**src/rtl/bwtc_map.svh**
```systemverilog
// Purpose: Register offsets, field positions, reset values and counts of the wake/tamper block
// Assumes: AHB-Lite word registers, byte offsets as printed
// Notes: Definitions only
`ifndef BWTC_MAP_SVH
`define BWTC_MAP_SVH

// ==========================================================
// Register offsets
`define BWTC_OFS_SUPPLY_COMMAND 8'h00
`define BWTC_OFS_SUPPLY_MONITOR_MODE 8'h04
`define BWTC_OFS_SUPPLY_MODE 8'h08
`define BWTC_OFS_WAKE_MODE 8'h0c
`define BWTC_OFS_WAKE_INPUTS_CONFIG 8'h10
`define BWTC_OFS_SUPPLY_STATUS 8'h14
`define BWTC_OFS_WRITE_PROTECT 8'h18

// ==========================================================
// Reset values
`define BWTC_RST_SUPPLY_MONITOR_MODE 32'h0000_0000
`define BWTC_RST_SUPPLY_MODE 32'h0000_da00
`define BWTC_RST_WAKE_MODE 32'h0000_0000
`define BWTC_RST_WAKE_INPUTS_CONFIG 32'h0000_0000

// ==========================================================
// Field positions
`define BWTC_KEY_MSB 31
`define BWTC_KEY_LSB 24
`define BWTC_PASSWORD 8'ha5
`define BWTC_WM_MONITOR_WAKE_EN 1
`define BWTC_WM_TIMER_ALARM_WAKE_EN 2
`define BWTC_WM_CAL_ALARM_WAKE_EN 3
`define BWTC_WM_TAMPER0_DBC_EN 5
`define BWTC_WM_TAMPER1_DBC_EN 6
`define BWTC_WM_TAMPER_CLR_EN 7
`define BWTC_WM_WAKE_DBC_MSB 14
`define BWTC_WM_WAKE_DBC_LSB 12
`define BWTC_WM_TAMPER_CNT_MSB 18
`define BWTC_WM_TAMPER_CNT_LSB 16
`define BWTC_WM_TAMPER1_CLR_DIS 24
`define BWTC_SR_TAMPER0_FLAG 13
`define BWTC_SR_TAMPER1_FLAG 14
`define BWTC_SR_WAKE_FLAG_LSB 16
`define BWTC_WP_ENABLE 0

// ==========================================================
// Debounce lengths in slow clock cycles
`define BWTC_DBC_LEN_1 16'd3
`define BWTC_DBC_LEN_2 16'd32
`define BWTC_DBC_LEN_3 16'd512
`define BWTC_DBC_LEN_4 16'd4096
`define BWTC_DBC_LEN_5 16'd32768
`define BWTC_TAMPER_CNT_MIN 4'd2
`endif

```
**src/rtl/bwtc_pkg.sv**
```systemverilog
// Purpose: Types of the wake/tamper block
// Assumes: Included after bwtc_map.svh
// Notes: Types only
`default_nettype none

package bwtc_pkg;
	typedef struct packed {
		logic [31:0] haddr;
		logic [1:0] htrans;
		logic hwrite;
		logic [2:0] hsize;
		logic hsel;
		logic hready;
	} bwtc_ahb_req_t;

	typedef struct packed {
		logic [31:0] hrdata;
		logic hreadyout;
		logic hresp;
	} bwtc_ahb_rsp_t;

	typedef enum logic [1:0] {
		BWTC_WAKE_IDLE = 2'b00,
		BWTC_WAKE_COUNT = 2'b01,
		BWTC_WAKE_HELD = 2'b10
	} bwtc_wake_st_t;
endpackage

`default_nettype wire

```
**src/rtl/bwtc_ctrl.sv**
```systemverilog
// Purpose: Wake input debounce, tamper debouncers and wake sources of a backup supply controller
// Assumes: clk is the slow clock; inputs synchronous to it; AHB-Lite slave, zero wait
// Notes: Core restart is a one-cycle request pulse; password and write protect gate writes
//
// Functional notes
// - Wake input counts only when enabled; active level set by its polarity bit.
// - Enabled, polarity-adjusted wake inputs ORed into one shared debounce counter.
// - Debounce select chooses 3, 32, 512, 4096 or 32768 slow clock cycles.
// - Select zero wakes once an input stays active one slow clock period.
// - Active beyond debounce length starts wakeup and sets per-input source flags.
// - Later wake overwrites sources; no new wake until the condition goes away.
// - Two tamper inputs each own an enabled low-power debouncer able to wake.
// - Tamper detection runs with core powered and raises an interrupt.
// - Debouncers sample on falling edges of the clock waveform output.
// - Tamper wakes after 2 to 8 identical samples; count shared by both.
// - Each tamper input has its own polarity bit.
// - Each tamper debouncer has its own status flag in the status register.
// - Tamper with clear enable clears lower backup half; second input may be excluded.
// - Calendar and timer alarms wake when their enable bits are set.
// - No status flag is kept for alarm wakeups.
// - Supply monitor detection can act as a wake source.
// - Write protect blocks writes to command, monitor, mode and wake mode registers.
// - Any accepted wake event requests the core supply restart sequence.
// - Command and mode writes need password 0xa5, otherwise the write aborts.
//
// The AHB-Lite register port is this design's own decision.
`include "bwtc_map.svh"
`timescale 1ns/100ps
`default_nettype none

module bwtc_ctrl #(
	parameter int NWAKE = 16,
	parameter logic [15:0] DBC_LEN_4 = `BWTC_DBC_LEN_4,
	parameter logic [15:0] DBC_LEN_5 = `BWTC_DBC_LEN_5
) (
	input wire logic clk,
	input wire logic rst_n,
	input wire bwtc_pkg::bwtc_ahb_req_t ahb_req,
	input wire logic [31:0] hwdata,
	output bwtc_pkg::bwtc_ahb_rsp_t ahb_rsp,
	input wire logic [NWAKE-1:0] wake_input_pin,
	input wire logic clock_wave_output,
	input wire logic calendar_alarm,
	input wire logic timer_alarm,
	input wire logic monitor_detect,
	output logic core_restart,
	output logic tamper_irq,
	output logic backup_clear_low,
	output logic voltage_reg_off
);
	import bwtc_pkg::*;

	typedef struct packed {
		logic [31:0] monitor_mode;
		logic [31:0] mode;
		logic [31:0] wake_mode;
		logic [31:0] wake_cfg;
		logic wp_en;
		logic [NWAKE-1:0] wake_flags;
		logic [1:0] tamper_flags;
		bwtc_wake_st_t wst;
		logic [15:0] wcnt;
		logic [1:0] tamper_last;
		logic [3:0] tcnt0;
		logic [3:0] tcnt1;
		logic [1:0] tamper_hit;
		logic wave_d;
		logic alarm_d;
		logic ph_wr;
		logic ph_rd;
		logic [7:0] ph_addr;
		logic [31:0] rdata;
		logic restart;
		logic irq;
		logic bclr;
		logic vroff;
	} bwtc_state_t;

	bwtc_state_t st;
	bwtc_state_t next_st;

	logic [NWAKE-1:0] wake_active;
	logic wake_any;
	logic [15:0] dbc_len;
	logic [3:0] tamper_need;
	logic sample;
	logic [1:0] tamper_lvl;
	logic [1:0] tamper_new;
	logic alarm_now;
	logic key_ok;
	logic addr_ok;

	// ==========================================================
	// Wake input conditioning
	always_comb begin
		wake_active = (wake_input_pin ^ st.wake_cfg[16 +: NWAKE]) & st.wake_cfg[NWAKE-1:0];
		wake_any = |wake_active;
		case (st.wake_mode[`BWTC_WM_WAKE_DBC_MSB:`BWTC_WM_WAKE_DBC_LSB])
			3'h1: dbc_len = `BWTC_DBC_LEN_1;
			3'h2: dbc_len = `BWTC_DBC_LEN_2;
			3'h3: dbc_len = `BWTC_DBC_LEN_3;
			3'h4: dbc_len = DBC_LEN_4;
			3'h5: dbc_len = DBC_LEN_5;
			default: dbc_len = 16'h0001;
		endcase
		tamper_need = {1'b0, st.wake_mode[`BWTC_WM_TAMPER_CNT_MSB:`BWTC_WM_TAMPER_CNT_LSB]}
			+ `BWTC_TAMPER_CNT_MIN;
		if (tamper_need > 4'h8) begin
			tamper_need = 4'h8;
		end
		sample = st.wave_d & ~clock_wave_output;
		tamper_lvl[0] = wake_input_pin[0] ^ st.wake_cfg[16];
		tamper_lvl[1] = wake_input_pin[NWAKE > 10 ? 10 : 1] ^ st.wake_cfg[NWAKE > 10 ? 26 : 17];
		alarm_now = (calendar_alarm & st.wake_mode[`BWTC_WM_CAL_ALARM_WAKE_EN])
			| (timer_alarm & st.wake_mode[`BWTC_WM_TIMER_ALARM_WAKE_EN])
			| (monitor_detect & st.wake_mode[`BWTC_WM_MONITOR_WAKE_EN]);
		key_ok = hwdata[`BWTC_KEY_MSB:`BWTC_KEY_LSB] == `BWTC_PASSWORD;
		addr_ok = ahb_req.hsel & ahb_req.htrans[1] & ahb_req.hready;
	end

	// ==========================================================
	// Next state
	always_comb begin
		next_st = st;
		next_st.restart = 1'b0;
		next_st.irq = 1'b0;
		next_st.bclr = 1'b0;
		next_st.vroff = 1'b0;
		next_st.wave_d = clock_wave_output;
		next_st.alarm_d = alarm_now;
		tamper_new = 2'b00;

		// Shared wake debounce
		case (st.wst)
			BWTC_WAKE_IDLE: begin
				next_st.wcnt = 16'h0000;
				if (wake_any) begin
					next_st.wst = BWTC_WAKE_COUNT;
					next_st.wcnt = 16'h0001;
				end
			end
			BWTC_WAKE_COUNT: begin
				if (!wake_any) begin
					next_st.wst = BWTC_WAKE_IDLE;
					next_st.wcnt = 16'h0000;
				end else if (st.wcnt >= dbc_len) begin
					next_st.wst = BWTC_WAKE_HELD;
					next_st.wake_flags = wake_active;
					next_st.restart = 1'b1;
				end else begin
					next_st.wcnt = st.wcnt + 16'h0001;
				end
			end
			BWTC_WAKE_HELD: begin
				// Rearm only after the condition fully drops
				if (!wake_any) begin
					next_st.wst = BWTC_WAKE_IDLE;
				end
			end
			default: next_st.wst = BWTC_WAKE_IDLE;
		endcase

		// Tamper debouncers, one per input
		if (sample) begin
			next_st.tamper_last = tamper_lvl;
			next_st.tcnt0 = (tamper_lvl[0] == st.tamper_last[0] && st.tcnt0 != 4'hf)
				? st.tcnt0 + 4'h1 : 4'h1;
			next_st.tcnt1 = (tamper_lvl[1] == st.tamper_last[1] && st.tcnt1 != 4'hf)
				? st.tcnt1 + 4'h1 : 4'h1;
			tamper_new[0] = st.wake_mode[`BWTC_WM_TAMPER0_DBC_EN] & tamper_lvl[0]
				& next_st.tcnt0 == tamper_need & ~st.tamper_hit[0];
			tamper_new[1] = st.wake_mode[`BWTC_WM_TAMPER1_DBC_EN] & tamper_lvl[1]
				& next_st.tcnt1 == tamper_need & ~st.tamper_hit[1];
			next_st.tamper_hit[0] = tamper_lvl[0] & (st.tamper_hit[0] | tamper_new[0]);
			next_st.tamper_hit[1] = tamper_lvl[1] & (st.tamper_hit[1] | tamper_new[1]);
		end
		if (|tamper_new) begin
			next_st.restart = 1'b1;
			next_st.irq = 1'b1;
			next_st.bclr = st.wake_mode[`BWTC_WM_TAMPER_CLR_EN] & (tamper_new[0]
				| (tamper_new[1] & ~st.wake_mode[`BWTC_WM_TAMPER1_CLR_DIS]));
		end
		// Alarms wake with no flag of their own
		if (alarm_now & ~st.alarm_d) begin
			next_st.restart = 1'b1;
		end

		// AHB data phase
		next_st.ph_wr = addr_ok & ahb_req.hwrite;
		next_st.ph_rd = addr_ok & ~ahb_req.hwrite;
		next_st.ph_addr = ahb_req.haddr[7:0];
		if (st.ph_wr) begin
			case (st.ph_addr)
				`BWTC_OFS_SUPPLY_COMMAND: begin
					if (!st.wp_en && key_ok) begin
						next_st.vroff = hwdata[2];
					end
				end
				`BWTC_OFS_SUPPLY_MONITOR_MODE: begin
					if (!st.wp_en) begin
						next_st.monitor_mode = hwdata & 32'h0000_370f;
					end
				end
				`BWTC_OFS_SUPPLY_MODE: begin
					if (!st.wp_en && key_ok) begin
						next_st.mode = hwdata & 32'h0010_f03f;
					end
				end
				`BWTC_OFS_WAKE_MODE: begin
					if (!st.wp_en) begin
						next_st.wake_mode = hwdata & 32'h1107_77ef;
					end
				end
				`BWTC_OFS_WAKE_INPUTS_CONFIG: begin
					next_st.wake_cfg = hwdata;
				end
				`BWTC_OFS_WRITE_PROTECT: begin
					next_st.wp_en = hwdata[`BWTC_WP_ENABLE];
				end
				default: begin
				end
			endcase
		end
		// Read of status clears tamper flags; a new event in the same cycle wins
		if (st.ph_rd && st.ph_addr == `BWTC_OFS_SUPPLY_STATUS) begin
			next_st.tamper_flags = 2'b00;
		end
		next_st.tamper_flags = next_st.tamper_flags | tamper_new;
		if (next_st.ph_rd) begin
			case (ahb_req.haddr[7:0])
				`BWTC_OFS_SUPPLY_MONITOR_MODE: next_st.rdata = st.monitor_mode;
				`BWTC_OFS_SUPPLY_MODE: next_st.rdata = st.mode;
				`BWTC_OFS_WAKE_MODE: next_st.rdata = st.wake_mode;
				`BWTC_OFS_WAKE_INPUTS_CONFIG: next_st.rdata = st.wake_cfg;
				`BWTC_OFS_SUPPLY_STATUS: begin
					next_st.rdata = 32'h0000_0000;
					next_st.rdata[`BWTC_SR_TAMPER0_FLAG] = st.tamper_flags[0];
					next_st.rdata[`BWTC_SR_TAMPER1_FLAG] = st.tamper_flags[1];
					next_st.rdata[`BWTC_SR_WAKE_FLAG_LSB +: NWAKE] = st.wake_flags;
				end
				`BWTC_OFS_WRITE_PROTECT: next_st.rdata = {31'h0, st.wp_en};
				default: next_st.rdata = 32'h0000_0000;
			endcase
		end
	end

	always_ff @(posedge clk) begin
		if (!rst_n) begin
			st <= '0;
			st.monitor_mode <= `BWTC_RST_SUPPLY_MONITOR_MODE;
			st.mode <= `BWTC_RST_SUPPLY_MODE;
			st.wake_mode <= `BWTC_RST_WAKE_MODE;
			st.wake_cfg <= `BWTC_RST_WAKE_INPUTS_CONFIG;
			st.wst <= BWTC_WAKE_IDLE;
		end else begin
			st <= next_st;
		end
	end

	always_comb begin
		ahb_rsp.hrdata = st.rdata;
		ahb_rsp.hreadyout = 1'b1;
		ahb_rsp.hresp = 1'b0;
		core_restart = st.restart;
		tamper_irq = st.irq;
		backup_clear_low = st.bclr;
		voltage_reg_off = st.vroff;
	end
endmodule // bwtc_ctrl

`default_nettype wire

```
**config.mk**
```make
export PLATFORM = sky130hd
export DESIGN_NAME = bwtc_ctrl
export DESIGN_NICKNAME = d
export VERILOG_FILES = /design/src/rtl/bwtc_pkg.sv /design/src/rtl/bwtc_ctrl.sv
export VERILOG_INCLUDE_DIRS = /design/src /design/src/rtl
export SDC_FILE = /design/constraint.sdc
export NUM_CORES = 1
export LEC_CHECK = 0
export BUFFER_PORTS_ARGS = -buffer_cell sky130_fd_sc_hd__buf_2
export CORE_MARGIN = 10
export CORE_UTILIZATION = 35
export DETAILED_ROUTE_END_ITERATION = 6
export HOLD_SLACK_MARGIN = 0.02
export PLACE_DENSITY = 0.6
export REMOVE_ABC_BUFFERS = 1
export SLEW_MARGIN = 25
export SYNTH_ARGS = -nofsm -noshare
export SYNTH_HDL_FRONTEND = slang
export SYNTH_SLANG_ARGS = --single-unit
```
**constraint.sdc**
```tcl
create_clock -name clk -period 7.2 [get_ports clk]
set_clock_uncertainty 0.1 [all_clocks]
set_input_delay 1.44 -clock clk [delete_from_list [all_inputs] [get_ports clk]]
set_output_delay 1.44 -clock clk [all_outputs]
set_load 0.01 [all_outputs]
```
# Word-level counts from Yosys, hierarchy flattened
# Index checks and enable logic that the tools add are counted.
# op_classes
addsub,4
multipliers,0
n_div,0
order_cmp,2
eq_ne,30
n_shift,0
n_mux,19
bitwise,36
reduce_logical,20
# op_table
op,count
32-bit case mux with 6 select lines,1
16-bit case mux with 5 select lines,1
"8-bit by 5-bit == test with 1-bit output, second input constant",6
18-bit two-way mux,2
"8-bit by 4-bit == test with 1-bit output, second input constant",4
16-bit case mux with 2 select lines,1
1-bit AND,19
"16-bit by 1-bit adder with 16-bit output, second input constant",1
16-bit AND,1
"8-bit by 3-bit == test with 1-bit output, second input constant",2
16-bit >= comparator,1
16-bit two-way mux,1
16-bit OR reduction,1
16-bit bitwise XOR,1
3-bit AND reduction,5
4-bit two-way mux,3
"4-bit by 1-bit adder with 4-bit output, second input constant",2
4-bit == test,2
"8-bit == test, second input constant",1
8-bit zero test,1
2-bit two-way mux,4
"4-bit inequality test, second input constant",2
2-bit AND reduction,4
1-bit NOT,7
22 further kinds,38
# word_totals
ff_bits,169
latchBits,0
mem_bits_rw,0
rom_bits,0
output_inout_bits,38
word_cells,134
n_memories,0

# Longest topological paths before layout
# depth
word_depth,13
mapped_depth,13
depth_no_buf,11

# Worst setup path after synthesis
# Ideal clock, no wire load.
# synth_path
path_kind,in2reg
startpoint,input port ahb_req[9] in the netlist's numbering
endpoint,"register st, in the netlist ahb_rsp[28]"
arrival_ns,3.043
t_required_ns,7.041
slack_ns,3.998
stages,8
path_cell_list,or4_4 nor2_4 and4bb_2 buf_2 buf_4 a22oi_1 o21ai_0 and2_1
# synth_via
elab_chain_len,2
# synth_rtl
element,line,rtl
start: declaration,bwtc_ctrl.sv:38,"input wire bwtc_pkg::bwtc_ahb_req_t ahb_req,"
8-bit by 5-bit == test with 1-bit output (tied with other cells),bwtc_ctrl.sv:230,case (ahb_req.haddr[7:0])
32-bit case mux with 6 select lines (*),bwtc_ctrl.sv:230,
end signal: assignment,bwtc_ctrl.sv:256,st <= next_st;
end: declaration,bwtc_ctrl.sv:79,bwtc_state_t st;
# Mark *: on every way between the ends. The rest lies on a longest branch, timed or not.
# A chain may end at the register's enable or synchronous reset.

# Worst setup path after layout
# layout_path
startpoint,input port wake_input_pin[0]
endpoint,"register st, in the netlist core_restart"
# layout_via
elab_chain_len,11
# layout_rtl
element,line,rtl
start: declaration,bwtc_ctrl.sv:41,"input wire logic [NWAKE-1:0] wake_input_pin,"
1-bit bitwise XOR,bwtc_ctrl.sv:112,tamper_lvl[0] = wake_input_pin[0] ^ st.wake_cfg[16];
1-bit == test,bwtc_ctrl.sv:166,next_st.tcnt0 = (tamper_lvl[0] == st.tamper_last[0] && st.tcnt0 != 4'hf)
1-bit logical AND,bwtc_ctrl.sv:166,
4-bit two-way mux,bwtc_ctrl.sv:167,? st.tcnt0 + 4'h1 : 4'h1;
4-bit == test,bwtc_ctrl.sv:171,& next_st.tcnt0 == tamper_need & ~st.tamper_hit[0];
1-bit AND (2 in series),bwtc_ctrl.sv:170,tamper_new[0] = st.wake_mode[`BWTC_WM_TAMPER0_DBC_EN] & tamper_lvl[0]
2-bit two-way mux,bwtc_ctrl.sv:164,if (sample) begin
2-bit OR reduction,bwtc_ctrl.sv:177,if (|tamper_new) begin
3-bit two-way mux (*),bwtc_ctrl.sv:177,
1-bit two-way mux (*),bwtc_ctrl.sv:184,if (alarm_now & ~st.alarm_d) begin
# Marks and branches as above.

==> run metrics <==
first-pass GRT wire length 36.1 mm; Distinct cells, synth 60; Worst-Margin Slew 1030 ps; Reg area 0.00336 mm²; CTS tree done; crit path max fanout 18; Post-Syn Area per Cell 8.43 µm²; Sink Count 168; cell taking the most area after synthesis dfxtp_1; Post-synth top cells nand2_1, dfxtp_1, a21boi_0; die height 171 µm; GRT Total Usage 15.7%; setup violation total in the final timing report 0; crit start category primary input; area of the multi-input gates 0.00411 mm²; postcts setup bufs 0; fin area 0.00907 mm²; Slew headroom 30.6%; Yosys reg bits 168; core area 0.0226 mm²; Worst EP required 7420 ps; count of final hold-check violations 0; Clk pin slew, worst setup/hold paths 70 ps; Yosys Warn Count 0; Pleak 3.41 nW; Skew-Pair Late Insertion Delay 430 ps; Post-synth top flop dfxtp_1; Final Max Slew Viols 0; Hold Crit Class flip-flop to flip-flop; hold slack 344 ps; setup_tns 0 ps; largest net degree at the start of global routing 121; fill cell count 2318; clock root buffer clkbuf_16; Final ANT Viol Nets 0; Post-Syn Area 0.00800 mm²; RePlAce Congestion 0.827; vias in the first global route 6504; pwr/cell area 218 mW/mm²; Post-synth ARST share 0%; EDFF count, synth 0; Tmin final 3800 ps; Die ar. 0.0293 mm²; port bufs 101; worst vdd ir 0.000139 V; maxcap violations 0; # IOs 132; Final Cycle Share 52.8%; routed length per instance 17.9 µm; most common cell in the netlist nand2_1; vias per inst 5.24; Initial Util 35.4%; Iter 0 DRT Violations 543; crit path DAT 4020 ps; Post-DP Area 0.00845 mm²; HPWL after DPL 15.7 mm; deepest clock path buffer count 2; Die Width 171 µm; GRT Residual Overflow 0; share of the synthesized area in the top cell type 42.1%; register area share after synthesis 42.1%; crit path capture type flip-flop; synth top area cells dfxtp_1, nand2_1, a21boi_0, buf_4, and2_1; post_cts resized 0; post-synthesis cell count 949; drt first pass iters 5; NumNets Final 1091; WL final 23.0 mm; initial antenna violation count 1; vias 6737; Fmax achieved 263 MHz; CTS HTree Levels 4; Hold Buf Count CTS 0; RSZ-0062 raised after global routing no; DRC violations left 0; CTS Buf Count 17; Core Rows 55; Area growth, synth to finish 13.4%; worst setup path class primary input to flip-flop; share of cells above drive strength 1 15.3%; outcome finished, final reports clean
## registers in the layout (all words and copies together), names as in the netlist
name and flops:
backup_clear_low 1, core_restart 1, voltage_reg_off 1, ahb_rsp 32, st 132, tamper_irq 1
## per-stage QoR
stage	setup WS (ps)	power, mW	instances	util [%]
3_3_place_gp	2990	1.04	1251	37.4
5_1_grt	3210	2.04	1285	40.2
3_5_place_dp	2980	1.04	1252	37.4
4_1_cts	3430	1.99	1284	40.2
6_report	3400	1.98	1285	40.2
2_1_floorplan	3560	0.989	858	-
## worst max-delay path: stages
cell and delay [ps]:
buf_2 110, xor2_1 200, a22oi_1 360, nand4_1 300, o21ai_1 200, buf_4 230, or3_1 680, o21ai_0 210
o31a_1 280
## routing by layer
layer  track usage, %  up-vias  part of all wire (%)  routed length (µm)
met4             5.29        0                   1.9                 443
met3             3.59       28                   6.2                1410
li1                 -     3343                     -                   -
met1             21.3     3182                    47               10900
met5                0        -                     0                   0
met2             23.8      184                    45               10300
## cells in the final DEF, fill, tap and decap left out, types with 4 or more instances in the layout
master / count
nor3_1: 7
o21ai_1: 4
a22oi_1: 21
mux2i_1: 16
nand3_1: 33
nor3b_1: 5
dfxtp_1: 168
clkbuf_16: 17
o31ai_1: 4
nand4_1: 9
o21ai_0: 47
and2_1: 43
a222oi_1: 8
nor2_1: 38
and3_1: 6
inv_1: 12
a22o_1: 7
or3_1: 4
nor2b_1: 21
nand2b_1: 6
nand2_1: 192
a31oi_1: 6
a21oi_1: 21
xor2_1: 28
or4_1: 5
a21boi_0: 72
a221oi_1: 9
buf_2: 100
a21boi_1: 6
buf_4: 7
ha_1: 11
## kinds of logic (layout without fill, tap and decap cells)
family                     after synthesis  in the layout  synth area share, %
buffers and inverters                  103            153                 6.78
xor gates and xnor gates                32             32                 3.68
other                                    2              3               0.0939
AOI/OAI and AO/OA                      223            223                 19.3
muxes                                   16             16                 2.00
adders and majority gates               11             11                 1.72
DFF                                    168            168                 42.1
and+or+nand+nor                        394            394                 24.4
## worst paths after layout
path                            depth (start not counted)                       to                 start  slack [ps]
worst min register to register                          2     st[172]$_SDFFE_PN1P_  st[172]$_SDFFE_PN1P_         340
worst max-delay path                                    9  core_restart$_SDFF_PN0_     wake_input_pin[0]        3400
worst max register to register                          9  core_restart$_SDFF_PN0_  st[143]$_SDFFE_PN0P_        3660
worst min-delay path                                    2     st[172]$_SDFFE_PN1P_  st[172]$_SDFFE_PN1P_         340
## cell type report
type	count	share of cell area (%)
Inverter	12	0.497
Antenna cell	1	0.0276
Timing Repair Buffer	109	6.34
Tap cell	285	3.93
Clock buffer	22	5.23
Clock inverter	10	1.56
Sequential cell	168	37.1
Multi-Input combinational cell	678	45.3
## power by group
part / switching [mW] / internal, mW
clock network: 0.386 / 0.576
logic: 0.0479 / 0.0324
registers: 0.00385 / 0.934
total: 0.438 / 1.54
Power figures use the tool's default switching activity.
